==> src/hdl/sam_defs.vh <==
// Constants for the SDRAM address multiplexer and power-on sequencer
`ifndef SAM_DEFS_VH
`define SAM_DEFS_VH

// Pin and address widths
`define SAM_PIN_W 18
`define SAM_ADDR_W 32
`define SAM_PIN_IDX_W 6

// Address pin of the lowest SDRAM address line per bus width
`define SAM_BASE_32 6'h02
`define SAM_BASE_16 6'h01

// Precharge-select line sits on SDRAM address line ten
`define SAM_AP_LINE 6'h0A
// Column command level on the precharge-select line: auto-precharge
`define SAM_AP_AUTO 1'b1

// Row and column size selects: 0 -> min, 1 -> min+1, 2 -> min+2
`define SAM_ROW_MIN 6'h0B
`define SAM_COL_MIN 6'h08
`define SAM_SEL_MAX 2'h2

// Area decode: area 3 and the cache-select bit
`define SAM_AREA_MSB 28
`define SAM_AREA_LSB 26
`define SAM_AREA3 3'h3
`define SAM_CACHE_BIT 29

// Mode-register access family
`define SAM_MODE_HI_MSB 31
`define SAM_MODE_HI_LSB 12
`define SAM_MODE_HI 20'hFFFC5
`define SAM_MODE_LO_W 12
`define SAM_M32_CL2_SW 12'h880
`define SAM_M32_CL3_SW 12'h8C0
`define SAM_M32_CL2_BW 12'h080
`define SAM_M32_CL3_BW 12'h0C0
`define SAM_M16_CL2_SW 12'h440
`define SAM_M16_CL3_SW 12'h460
`define SAM_M16_CL2_BW 12'h040
`define SAM_M16_CL3_BW 12'h060

// Commands as {cs_n, ras_n, cas_n, we_n}
`define SAM_CMD_DESEL 4'hF
`define SAM_CMD_NOP 4'h7
`define SAM_CMD_PRECHARGE_ALL_CMD 4'h2
`define SAM_CMD_REF 4'h1
`define SAM_CMD_MRS 4'h0
`define SAM_CMD_ACT 4'h3
`define SAM_CMD_READ 4'h5
`define SAM_CMD_WRIT 4'h4

// Sequence counts
`define SAM_CNT_W 4
`define SAM_REF_TIMES 4'h8
`define SAM_CNT_ZERO 4'h0
`define SAM_CNT_ONE 4'h1

// Refresh-recovery field to idle cycles
`define SAM_TRC_0 4'h2
`define SAM_TRC_1 4'h3
`define SAM_TRC_2 4'h5
`define SAM_TRC_3 4'h8

`endif

==> src/hdl/sam_addr_mux.v <==
// Row/column/bank multiplexer onto the external address pins
`timescale 1ns/1ps
`default_nettype none
`include "sam_defs.vh"

module sam_addr_mux (
  input wire [`SAM_ADDR_W-1:0] i_addr,
  input wire i_row_phase,
  input wire i_bus32,
  input wire [1:0] i_row_sel,
  input wire [1:0] i_col_sel,
  input wire i_ap_level,
  output wire [`SAM_PIN_W-1:0] o_pins
);

  wire [`SAM_PIN_IDX_W-1:0] base;
  wire [`SAM_PIN_IDX_W-1:0] row_n;
  wire [`SAM_PIN_IDX_W-1:0] col_n;

  assign base = i_bus32 ? `SAM_BASE_32 : `SAM_BASE_16;
  assign row_n = `SAM_ROW_MIN + {4'h0, i_row_sel};
  assign col_n = `SAM_COL_MIN + {4'h0, i_col_sel};

  genvar p;
  generate
    for (p = 0; p < `SAM_PIN_W; p = p + 1)
    begin : g_pin
      localparam [`SAM_PIN_IDX_W-1:0] PIN = p;
      wire [`SAM_PIN_IDX_W-1:0] line;
      wire [`SAM_PIN_IDX_W-1:0] shifted;
      wire used;
      wire is_bank;
      assign line = PIN - base;
      assign shifted = PIN + col_n;
      assign used = (PIN >= base) && (line < row_n + 6'h02);
      assign is_bank = (line >= row_n);
      // Row phase: bit p+col; column phase: bit p, banks kept, line ten fixed
      assign o_pins[p] = !used ? 1'b0 :
                         (i_row_phase || is_bank) ? i_addr[shifted[4:0]] :
                         (line == `SAM_AP_LINE) ? i_ap_level :
                         i_addr[p];
    end
  endgenerate

endmodule
`default_nettype wire

==> src/hdl/sam_ctrl.v <==
// SDRAM area-3 controller core: access decode, address pins, power-on mode set
`timescale 1ns/1ps
`default_nettype none
`include "sam_defs.vh"


module sam_ctrl (
  input wire i_clk_sys,
  input wire i_rst,
  input wire i_req,
  input wire [`SAM_ADDR_W-1:0] i_addr,
  input wire i_write,
  input wire i_size16,
  input wire i_bus32,
  input wire [1:0] i_row_sel,
  input wire [1:0] i_col_sel,
  input wire [1:0] i_precharge_wait_field,
  input wire [1:0] i_refresh_recovery_field,
  output wire o_ready,
  output reg o_done,
  output reg o_ignored,
  output reg o_init_done,
  output reg o_uncached,
  output wire o_area3_chip_select_n,
  output wire o_ras_n,
  output wire o_cas_n,
  output wire o_we_n,
  output wire [`SAM_PIN_W-1:0] o_addr
);

  localparam [9:0] S_IDLE = 10'h001;
  localparam [9:0] S_PRECHARGE_ALL_CMD = 10'h002;
  localparam [9:0] S_PWAIT = 10'h004;
  localparam [9:0] S_REF = 10'h008;
  localparam [9:0] S_RWAIT = 10'h010;
  localparam [9:0] S_MRS = 10'h020;
  localparam [9:0] S_ACT = 10'h040;
  localparam [9:0] S_COL = 10'h080;
  localparam [9:0] S_APW = 10'h100;
  localparam [9:0] S_DONE = 10'h200;

  reg [9:0] state_q;
  reg [9:0] state_d;
  reg [`SAM_CNT_W-1:0] cnt_q;
  reg [`SAM_CNT_W-1:0] cnt_d;
  reg [`SAM_CNT_W-1:0] ref_q;
  reg [`SAM_CNT_W-1:0] ref_d;
  reg [`SAM_ADDR_W-1:0] addr_q;
  reg write_q;
  reg [3:0] cmd_q;
  reg [3:0] cmd_d;
  reg [`SAM_PIN_W-1:0] pins_q;
  reg [`SAM_PIN_W-1:0] pins_d;
  reg ignored_d;

  wire take;
  wire in_area3;
  wire mode_page;
  wire [`SAM_MODE_LO_W-1:0] mode_lo;
  wire mode_hit32;
  wire mode_hit16;
  wire mode_hit;
  wire [3:0] hit32_v;
  wire [3:0] hit16_v;
  wire size_ok;
  wire row_phase;
  wire [`SAM_PIN_W-1:0] mux_pins;
  wire [`SAM_PIN_W-1:0] mode_pins;
  wire [`SAM_CNT_W-1:0] pw_cycles;
  reg [`SAM_CNT_W-1:0] rc_cycles;

  // Requests are only taken in idle, so a mode set blocks all access
  assign o_ready = (state_q == S_IDLE);
  assign take = i_req && o_ready;

  assign in_area3 = (i_addr[`SAM_AREA_MSB:`SAM_AREA_LSB] == `SAM_AREA3);
  assign mode_page = (i_addr[`SAM_MODE_HI_MSB:`SAM_MODE_HI_LSB] == `SAM_MODE_HI);
  assign mode_lo = i_addr[`SAM_MODE_LO_W-1:0];

  // One compare per mode-address entry; the bus width picks the family
  genvar k;
  generate
    for (k = 0; k < 4; k = k + 1)
    begin : g_mode
      wire [`SAM_MODE_LO_W-1:0] code32;
      wire [`SAM_MODE_LO_W-1:0] code16;
      assign code32 = (k == 0) ? `SAM_M32_CL2_SW :
                      (k == 1) ? `SAM_M32_CL3_SW :
                      (k == 2) ? `SAM_M32_CL2_BW :
                      `SAM_M32_CL3_BW;
      assign code16 = (k == 0) ? `SAM_M16_CL2_SW :
                      (k == 1) ? `SAM_M16_CL3_SW :
                      (k == 2) ? `SAM_M16_CL2_BW :
                      `SAM_M16_CL3_BW;
      assign hit32_v[k] = (mode_lo == code32);
      assign hit16_v[k] = (mode_lo == code16);
    end
  endgenerate

  assign mode_hit32 = i_bus32 && (|hit32_v);
  assign mode_hit16 = !i_bus32 && (|hit16_v);
  // Only a 16-bit write starts the sequence; the data is not looked at
  assign mode_hit = mode_page && i_write && i_size16 && (mode_hit32 || mode_hit16);

  // Sizes beyond 13 rows or 10 columns are not accepted
  assign size_ok = (i_row_sel <= `SAM_SEL_MAX) && (i_col_sel <= `SAM_SEL_MAX);

  assign pw_cycles = {2'h0, i_precharge_wait_field};

  always @*
  begin
    case (i_refresh_recovery_field)
      2'h0: rc_cycles = `SAM_TRC_0;
      2'h1: rc_cycles = `SAM_TRC_1;
      2'h2: rc_cycles = `SAM_TRC_2;
      default: rc_cycles = `SAM_TRC_3;
    endcase
  end

  // The activate command carries the row; every later command carries the column
  assign row_phase = (state_q == S_ACT);

  // Column and precharge-all phases both raise line ten
  sam_addr_mux u_mux (
    .i_addr(take ? i_addr : addr_q),
    .i_row_phase(row_phase),
    .i_bus32(i_bus32),
    .i_row_sel(i_row_sel),
    .i_col_sel(i_col_sel),
    .i_ap_level(`SAM_AP_AUTO),
    .o_pins(mux_pins)
  );

  // Mode value is the low address portion of the trigger address
  assign mode_pins = {6'h00, addr_q[`SAM_MODE_LO_W-1:0]};

  always @*
  begin
    state_d = state_q;
    cnt_d = cnt_q;
    ref_d = ref_q;
    cmd_d = `SAM_CMD_NOP;
    pins_d = pins_q;
    ignored_d = 1'b0;
    case (state_q)
      S_IDLE:
      begin
        cmd_d = `SAM_CMD_DESEL;
        if (take)
        begin
          if (mode_hit)
          begin
            state_d = S_PRECHARGE_ALL_CMD;
          end
          else if (in_area3 && size_ok && o_init_done)
          begin
            state_d = S_ACT;
          end
          else
          begin
            state_d = S_DONE;
            ignored_d = 1'b1;
          end
        end
      end
      S_PRECHARGE_ALL_CMD:
      begin
        cmd_d = `SAM_CMD_PRECHARGE_ALL_CMD;
        pins_d = mux_pins;
        ref_d = `SAM_REF_TIMES;
        cnt_d = pw_cycles;
        state_d = (pw_cycles == `SAM_CNT_ZERO) ? S_REF : S_PWAIT;
      end
      S_PWAIT:
      begin
        cnt_d = cnt_q - `SAM_CNT_ONE;
        if (cnt_q == `SAM_CNT_ONE)
        begin
          state_d = S_REF;
        end
      end
      S_REF:
      begin
        cmd_d = `SAM_CMD_REF;
        ref_d = ref_q - `SAM_CNT_ONE;
        cnt_d = rc_cycles;
        state_d = S_RWAIT;
      end
      S_RWAIT:
      begin
        cnt_d = cnt_q - `SAM_CNT_ONE;
        if (cnt_q == `SAM_CNT_ONE)
        begin
          state_d = (ref_q == `SAM_CNT_ZERO) ? S_MRS : S_REF;
        end
      end
      S_MRS:
      begin
        cmd_d = `SAM_CMD_MRS;
        pins_d = mode_pins;
        state_d = S_DONE;
      end
      S_ACT:
      begin
        cmd_d = `SAM_CMD_ACT;
        pins_d = mux_pins;
        state_d = S_COL;
      end
      S_COL:
      begin
        // One command per access: burst length one in both write modes
        cmd_d = write_q ? `SAM_CMD_WRIT : `SAM_CMD_READ;
        pins_d = mux_pins;
        cnt_d = pw_cycles;
        state_d = (pw_cycles == `SAM_CNT_ZERO) ? S_DONE : S_APW;
      end
      S_APW:
      begin
        cnt_d = cnt_q - `SAM_CNT_ONE;
        if (cnt_q == `SAM_CNT_ONE)
        begin
          state_d = S_DONE;
        end
      end
      S_DONE:
      begin
        cmd_d = `SAM_CMD_DESEL;
        state_d = S_IDLE;
      end
      default:
      begin
        cmd_d = `SAM_CMD_DESEL;
        state_d = S_IDLE;
      end
    endcase
  end

  always @(posedge i_clk_sys or posedge i_rst)
  begin
    if (i_rst)
    begin
      state_q <= S_IDLE;
      cnt_q <= `SAM_CNT_ZERO;
      ref_q <= `SAM_CNT_ZERO;
      addr_q <= {`SAM_ADDR_W{1'b0}};
      write_q <= 1'b0;
      cmd_q <= `SAM_CMD_DESEL;
      pins_q <= {`SAM_PIN_W{1'b0}};
      o_done <= 1'b0;
      o_ignored <= 1'b0;
      o_init_done <= 1'b0;
      o_uncached <= 1'b0;
    end
    else
    begin
      state_q <= state_d;
      cnt_q <= cnt_d;
      ref_q <= ref_d;
      cmd_q <= cmd_d;
      pins_q <= pins_d;
      if (take)
      begin
        addr_q <= i_addr;
        write_q <= i_write;
        o_uncached <= i_addr[`SAM_CACHE_BIT];
      end
      o_done <= (state_q == S_DONE);
      if (take)
      begin
        o_ignored <= ignored_d;
      end
      // Sequence ends with all banks idle after the refreshes
      if (state_q == S_MRS)
      begin
        o_init_done <= 1'b1;
      end
    end
  end

  assign o_area3_chip_select_n = cmd_q[3];
  assign o_ras_n = cmd_q[2];
  assign o_cas_n = cmd_q[1];
  assign o_we_n = cmd_q[0];
  assign o_addr = pins_q;

endmodule
`default_nettype wire

==> config.mk <==
export PLATFORM = sky130hd
export DESIGN_NAME = sam_ctrl
export DESIGN_NICKNAME = d
export VERILOG_FILES = /design/src/hdl/sam_addr_mux.v /design/src/hdl/sam_ctrl.v
export VERILOG_INCLUDE_DIRS = /design/src /design/src/hdl
export SDC_FILE = /design/constraint.sdc
export NUM_CORES = 1
export LEC_CHECK = 0
export ABC_AREA = 1
export BUFFER_PORTS_ARGS = -buffer_cell sky130_fd_sc_hd__buf_2
export CORE_UTILIZATION = 55
export DETAILED_ROUTE_END_ITERATION = 10
export PLACE_DENSITY = 0.78
export SLEW_MARGIN = 20
export SYNTH_ARGS = -nofsm -noshare
export SYNTH_HDL_FRONTEND = slang
export SYNTH_SLANG_ARGS = --single-unit
==> constraint.sdc <==
create_clock -name i_clk_sys -period 3.4 [get_ports i_clk_sys]
set_clock_uncertainty 0.05 [all_clocks]
set_input_delay 0.17 -clock i_clk_sys [delete_from_list [all_inputs] [get_ports i_clk_sys]]
set_output_delay 0.17 -clock i_clk_sys [all_outputs]
set_load 0.05 [all_outputs]
# Word-level counts from Yosys, hierarchy flattened
# Cells that the tools add are included.
[totals]
regBits = 77
in_bits = 46
word_cells = 340
[classes]
magnitude_cmp = 74
n_eq_ne = 45
n_addsub = 40
n_reduce_logical = 59
muxes = 111
[op_table]
columns = ["op", "n"]
rows = [
  ["== test 6 x 4 -> 1 bit, second input constant", 18],
  [">= comparator 6 bit", 18],
  ["less-than comparator 5 x 6 -> 1 bit, second input constant", 18],
  ["less-than comparator 6 bit", 18],
  ["binary-select mux 1 bit (select 5 bit)", 18],
  ["one-hot mux 10 bit (9 select lines)", 1],
  ["2-to-1 mux 1 bit", 76],
  ["2-to-1 mux 10 bit", 7],
  [">= comparator 4 x 6 -> 1 bit, first input constant", 8],
  ["subtractor 4 x 6 -> 6 bit, first input constant", 8],
  ["adder 4 x 5 -> 5 bit, first input constant", 8],
  ["one-hot mux 18 bit (2 select lines)", 1],
  ["2-to-1 mux 32 bit", 1],
  ["logical AND 1 bit", 27],
  ["== test 12 x 11 -> 1 bit, second input constant", 2],
  ["== test 12 bit, second input constant", 2],
  ["== test 12 x 7 -> 1 bit, second input constant", 2],
  ["== test 12 x 8 -> 1 bit, second input constant", 2],
  [">= comparator 3 x 6 -> 1 bit, first input constant", 4],
  ["one-hot mux 4 bit (3 select lines)", 2],
  ["one-hot mux 4 bit (6 select lines)", 1],
  ["subtractor 3 x 6 -> 6 bit, first input constant", 4],
  ["adder 3 x 5 -> 5 bit, first input constant", 4],
  ["== test 20 bit, second input constant", 1],
  ["other kinds (43)", 78],
]

# Depth between registers and ports, before layout
[logic_depth]
word_depth = 8
ltp_mapped = 16
depth_no_buf = 15

# Modules after synthesis
# A second synthesis with hierarchy kept.
[hier_totals]
hier_cells = 750
hier_area_um2 = 5182.5
[modules_own_cells]
columns = ["mod", "cells_per_inst", "area_each_um2", "instances", "seq_area_each_um2"]
rows = [
  ["sam_ctrl", 486, 3841.2, 1, 1933.1],
  ["sam_addr_mux", 264, 1341.3, 1, 0.0],
]

# Worst setup path after synthesis
# OpenSTA, ideal clock, no wires.
[synth_timing]
path_type = "register to register"
from = "reg state_q[5]"
to = "reg state_q[3]"
path_stages_with_launch = 11
setup_slack_ns = 1.403
setup_time_ns = 0.082
arrival_time_ns = 1.865
required_time_ns = 3.268
path_cell_list = "dfrtp_1 -> nor2_4 -> nand2_2 -> nor2_4 -> buf_2 -> nand2_1 -> inv_1 -> nor3_1 -> nand4_1 -> nand2_1 -> a31oi_1"
[synth_between]
elab_chain_len = 4
word_cells_on_any_way = 16
cone_classes = "eq/ne: 13; mux: 1; reduce/logical: 2"
[synth_rtl]
columns = ["item", "line", "text"]
rows = [
  ["from (decl)", "sam_ctrl.v:42", "reg [9:0] state_q;"],
  ["from (signal assigned)", "sam_ctrl.v:256", "state_q <= state_d;"],
  ["== test 10 x 1 -> 1 bit (*)", "sam_ctrl.v:73", "assign o_ready = (state_q == S_IDLE);"],
  ["net o_ready", "sam_ctrl.v:19", "output wire o_ready,"],
  ["logical AND 1 bit", "sam_ctrl.v:74", "assign take = i_req && o_ready;"],
  ["!= test 2 x 1 -> 1 bit (no line)", "-", ""],
  ["AND reduction 4 bit (no line)", "-", ""],
]
# Mark *: on every way through the listed nets, which the timed path passes. The rest lies on a longest branch.
# A chain may end at the register's enable or synchronous reset.

# Worst setup path in the final report
[layout_timing]
from = "reg state_q[0]"
to = "reg pins_q[2], in the netlist o_addr[2]"
[layout_between]
elab_chain_len = 8
word_cells_on_any_way = 16
cone_classes = "eq/ne: 5; mux: 7; reduce/logical: 4"
[layout_rtl]
columns = ["item", "line", "text"]
rows = [
  ["== test 10 x 1 -> 1 bit", "sam_ctrl.v:73", ""],
  ["logical AND 1 bit", "sam_ctrl.v:74", ""],
  ["2-to-1 mux 32 bit", "-", ""],
  ["binary-select mux 1 bit (select 5 bit)", "sam_addr_mux.v:39", "(i_row_phase || is_bank) ? i_addr[shifted[4:0]] :"],
  ["2-to-1 mux 1 bit (not written as such)", "sam_addr_mux.v:39", ""],
  ["2-to-1 mux 1 bit", "sam_addr_mux.v:39", ""],
  ["2-to-1 mux 1 bit", "sam_addr_mux.v:38", "assign o_pins[p] = !used ? 1'b0 :"],
  ["one-hot mux 18 bit (2 select lines)", "sam_ctrl.v:145", "case (state_q)"],
  ["to (signal assigned)", "sam_ctrl.v:248", "pins_q <= {`SAM_PIN_W{1'b0}};"],
  ["to (signal assigned)", "sam_ctrl.v:260", "pins_q <= pins_d;"],
  ["to (decl)", "sam_ctrl.v:52", "reg [`SAM_PIN_W-1:0] pins_q;"],
]
# Several ways; a longest one is shown, not always the timed one. The select of a mux whose other input is x is not followed.

==> impl_metrics.csv <==
group,metric,value,unit
outcome,run_status,"finished clean",
sta,slew_headroom,42.10,%
cts,cts_max_level,3,
critical_path,r2r-start,"state_q[0]$_DFFE_PP1P_",
drt,drc,0,
finish,finalNonFillerCells,890,
critical_path,required,3.59,ns
synth,yosysUniqueCellTypes,46,
die,die_y,98.74,microns
critical_path,regToRegSetupSlack,0.30,ns
critical_path,endpoint_kind,"flop",
synth,synth_area_per_cell,7.281,sq um
finish,drive_gt1_share,16.62,%
power,p_per_area,586.2,nW/um^2
die,die_w,98.74,microns
synth,netlist.area_leader.share,35.00,%
synth,synth-compound-area-share,11.06,%
cts,cts_tree,"yes",
synth,async_flop_share,100.0,%
sta,slew_viol_final,0,
min_path,min_from,"i_addr[3]",
die,ios,73,
sta,fin_tns_setup,0,ns
die,core,8891,sq um
sta,clock.fmax,323.0,MHz
critical_path,reg2reg_depth,11,
min_path,holdPathStages,3,
global_route,grt_pass1_vias,5022,
cts,cts-root-buf,"clkbuf_8",
drt,viasPerCell,5.761,
cts,clock_path_buffers,2,
sta,setup_viol,0,
drt,firstDrtPassIters,5,
drt,drt_iter0_markers,475,
drt,postRouteAntennaNets,0,
global_route,grt_overflow,0,
die,rows,34,
finish,diodes,0,
critical_path,r2r_end,"o_addr[2]$_DFFE_PP0P_",
cts,path_clk_slew,0.09,ns
drt,wl_per_cell,16.52,microns
critical_path,crit_type,"reg2reg",
place,numPortBuffers,72,
critical_path,crit_arrival,3.29,ns
synth,ys_seq_elements,77,
synth,synth_common_cells,"nand2_1 (171), inv_1 (108), nand3_1 (87)",
synth,yosysWarnings,0,
cts,insertion_delay,0.37,ns
place,dpl.hpwl,11100,microns
min_path,worstHoldEndpoint,"addr_q[3]$_DFF_PP0_",
synth,yosysMostFrequentCell,"nand2_1",
sta,finalHoldViolations,0,
synth,synth_seq_area_share,37.55,%
synth,syn-num-nets,784,
synth,synthTopCellsByArea,"dfrtp_1 (35%), nand2_1 (12%), nand3_1 (8.5%), inv_1 (7.9%), ha_1 (7.5%)",
global_route,antenna_found_initial,0,
global_route,grt_usage,31.78,%
sta,worst_pin_slew,0.8619,ns
min_path,hp-class,"in2reg",
drt,vias,5127,
synth,synth_ff_type,"dfrtp_1",
synth,syn-cell-area,5147,sq um
synth,synth_mux_area_share,0,%
synth,synthAdderAreaFrac,7.535,%
synth,synth-xor-area-share,0.5105,%
sta,holdWs,0.02599,ns
place,place.gp.congestion,0.9739,
global_route,grt_pass1_wl,24090,microns
sta,period_needed,3.096,ns
synth,yosysTopAreaCell,"dfrtp_1",
cts,cts_resized,0,
power,vdd_drop_max,0.0004370,V
synth,synth_top_family_by_area,"simple AND/OR/NAND/NOR gates",
critical_path,crit_path_max_fanout,13,
sta,fin_crit_sh,91.07,%
synth,synth-simple-area-share,32.79,%
synth,synth_edf_count,0,
drt,wirelength,14700,microns
cts,clock-sinks,77,
place,dp_cells,872,
die,initial_utilization,57.89,%
critical_path,cp-start-kind,"flop",
die,die_area,9750,sq um
critical_path,crit_path_start,"state_q[0]$_DFFE_PP1P_",
finish,area_growth,13.68,%
synth,syn_inst,707,
sta,grt_setup_unrepaired,"false",
global_route,grt_max_degree,49,
power,p_leak,3.127,nW
flow_run,maxCapViolations,0,
finish,fin_nets,854,
cts,cts_buffers,9,
==> timing repair <==
| item | CTS | global route |
|---|---|---|
| hold endpoints to repair | 44 | 0 |
| hold buffers | 2 | 0 |
| endpoints found under the setup margin | 0 | 0 |
| setup buffers | 0 | 0 |
==> how the worst max path moves through the flow <==
stage                                       to  slack, ns  depth (start not counted)
global route             o_addr[7]$_DFFE_PP0P_       0.12                         11
CTS                      o_addr[4]$_DFFE_PP0P_       0.35                         11
finish                   o_addr[2]$_DFFE_PP0P_       0.30                         11
floorplan           asynchronous set/reset pin       1.22                          1
global placement        o_addr[10]$_DFFE_PP0P_       0.47                         11
detailed placement       o_addr[2]$_DFFE_PP0P_       0.37                         11
==> critical path, cell delays in order (launching register included) <==
cell and delay [ns]:
dfstp_2 0.54, nor2_1 0.04, inv_1 0.16, nor2_4 0.07, nand3_2 0.22, inv_1 0.30, nor2_2 0.53, inv_2 0.25
nor2_4 0.33, inv_1 0.24, nor2_1 0.16, a21oi_1 0.06
==> routing by layer <==
| layer | vias up | track usage (%) | wire length, microns |
|---|---|---|---|
| met2 | 273 | 52.39 | 6999 |
| met5 | - | 0 | 0 |
| met3 | 38 | 3.830 | 971 |
| met1 | 2363 | 41.05 | 6187 |
| li1 | 2453 | - | - |
| met4 | 0 | 16.99 | 545 |
==> cells by family after synthesis <==
group                    count (synthesis)
AND/OR/NAND/NOR                        363
buffers and inverters                  136
AO/OA/AOI/OAI                           97
flip-flops                              77
adder cells (fa/ha/maj)                 31
XOR/XNOR                                 3
==> through the flow <==
stage	utilization [%]	worst slack (ns)	total power, mW	instance area (sq um)
2_1_floorplan	-	1.222	2.188	5147
3_3_place_gp	62.65	0.4701	2.443	5570
3_5_place_dp	62.65	0.3661	2.476	5570
4_1_cts	65.82	0.3487	3.405	5852
5_1_grt	65.82	0.1241	3.633	5852
6_report	65.82	0.3038	3.431	5852
==> where the power goes <==
group	internal (mW)	switching [mW]	leakage, nW
Clock	0.564	0.368	0.131
Sequential	1.13	0.0817	0.858
Combinational	0.403	0.885	2.14
Total	2.10	1.34	3.13
==> state kept, by name (all words and copies together), names as in the netlist, named ones only <==
name / flops
cnt_q: 4
o_done: 1
write_q: 1
o_init_done: 1
o_uncached: 1
addr_q: 31
o_ignored: 1
ref_q: 4
o_addr: 18
cmd_q: 4
state_q: 10
==> cells in the final DEF, fill, tap and decap left out, types with 9 or more instances in the layout <==
cell type and count:
a21oi_1 23, buf_2 72, clkbuf_8 9, dfrtp_1 72, ha_1 31, inv_1 107
nand2_1 171, nand3_1 87, nand4_1 24, nor2_1 37, nor3_1 10, o21ai_0 35
==> area by class of cell <==
cell class | instances | area [sq um]
clock buffers | 10 | 127.6
clock inverters | 6 | 133.9
fillers | 793 | 3039
inverters | 117 | 440.4
multi-input cells | 494 | 2671
flip-flops and latches | 77 | 1933
well taps | 108 | 135.1
repair buffers | 78 | 410.4
(Power assumes the default switching activity.)
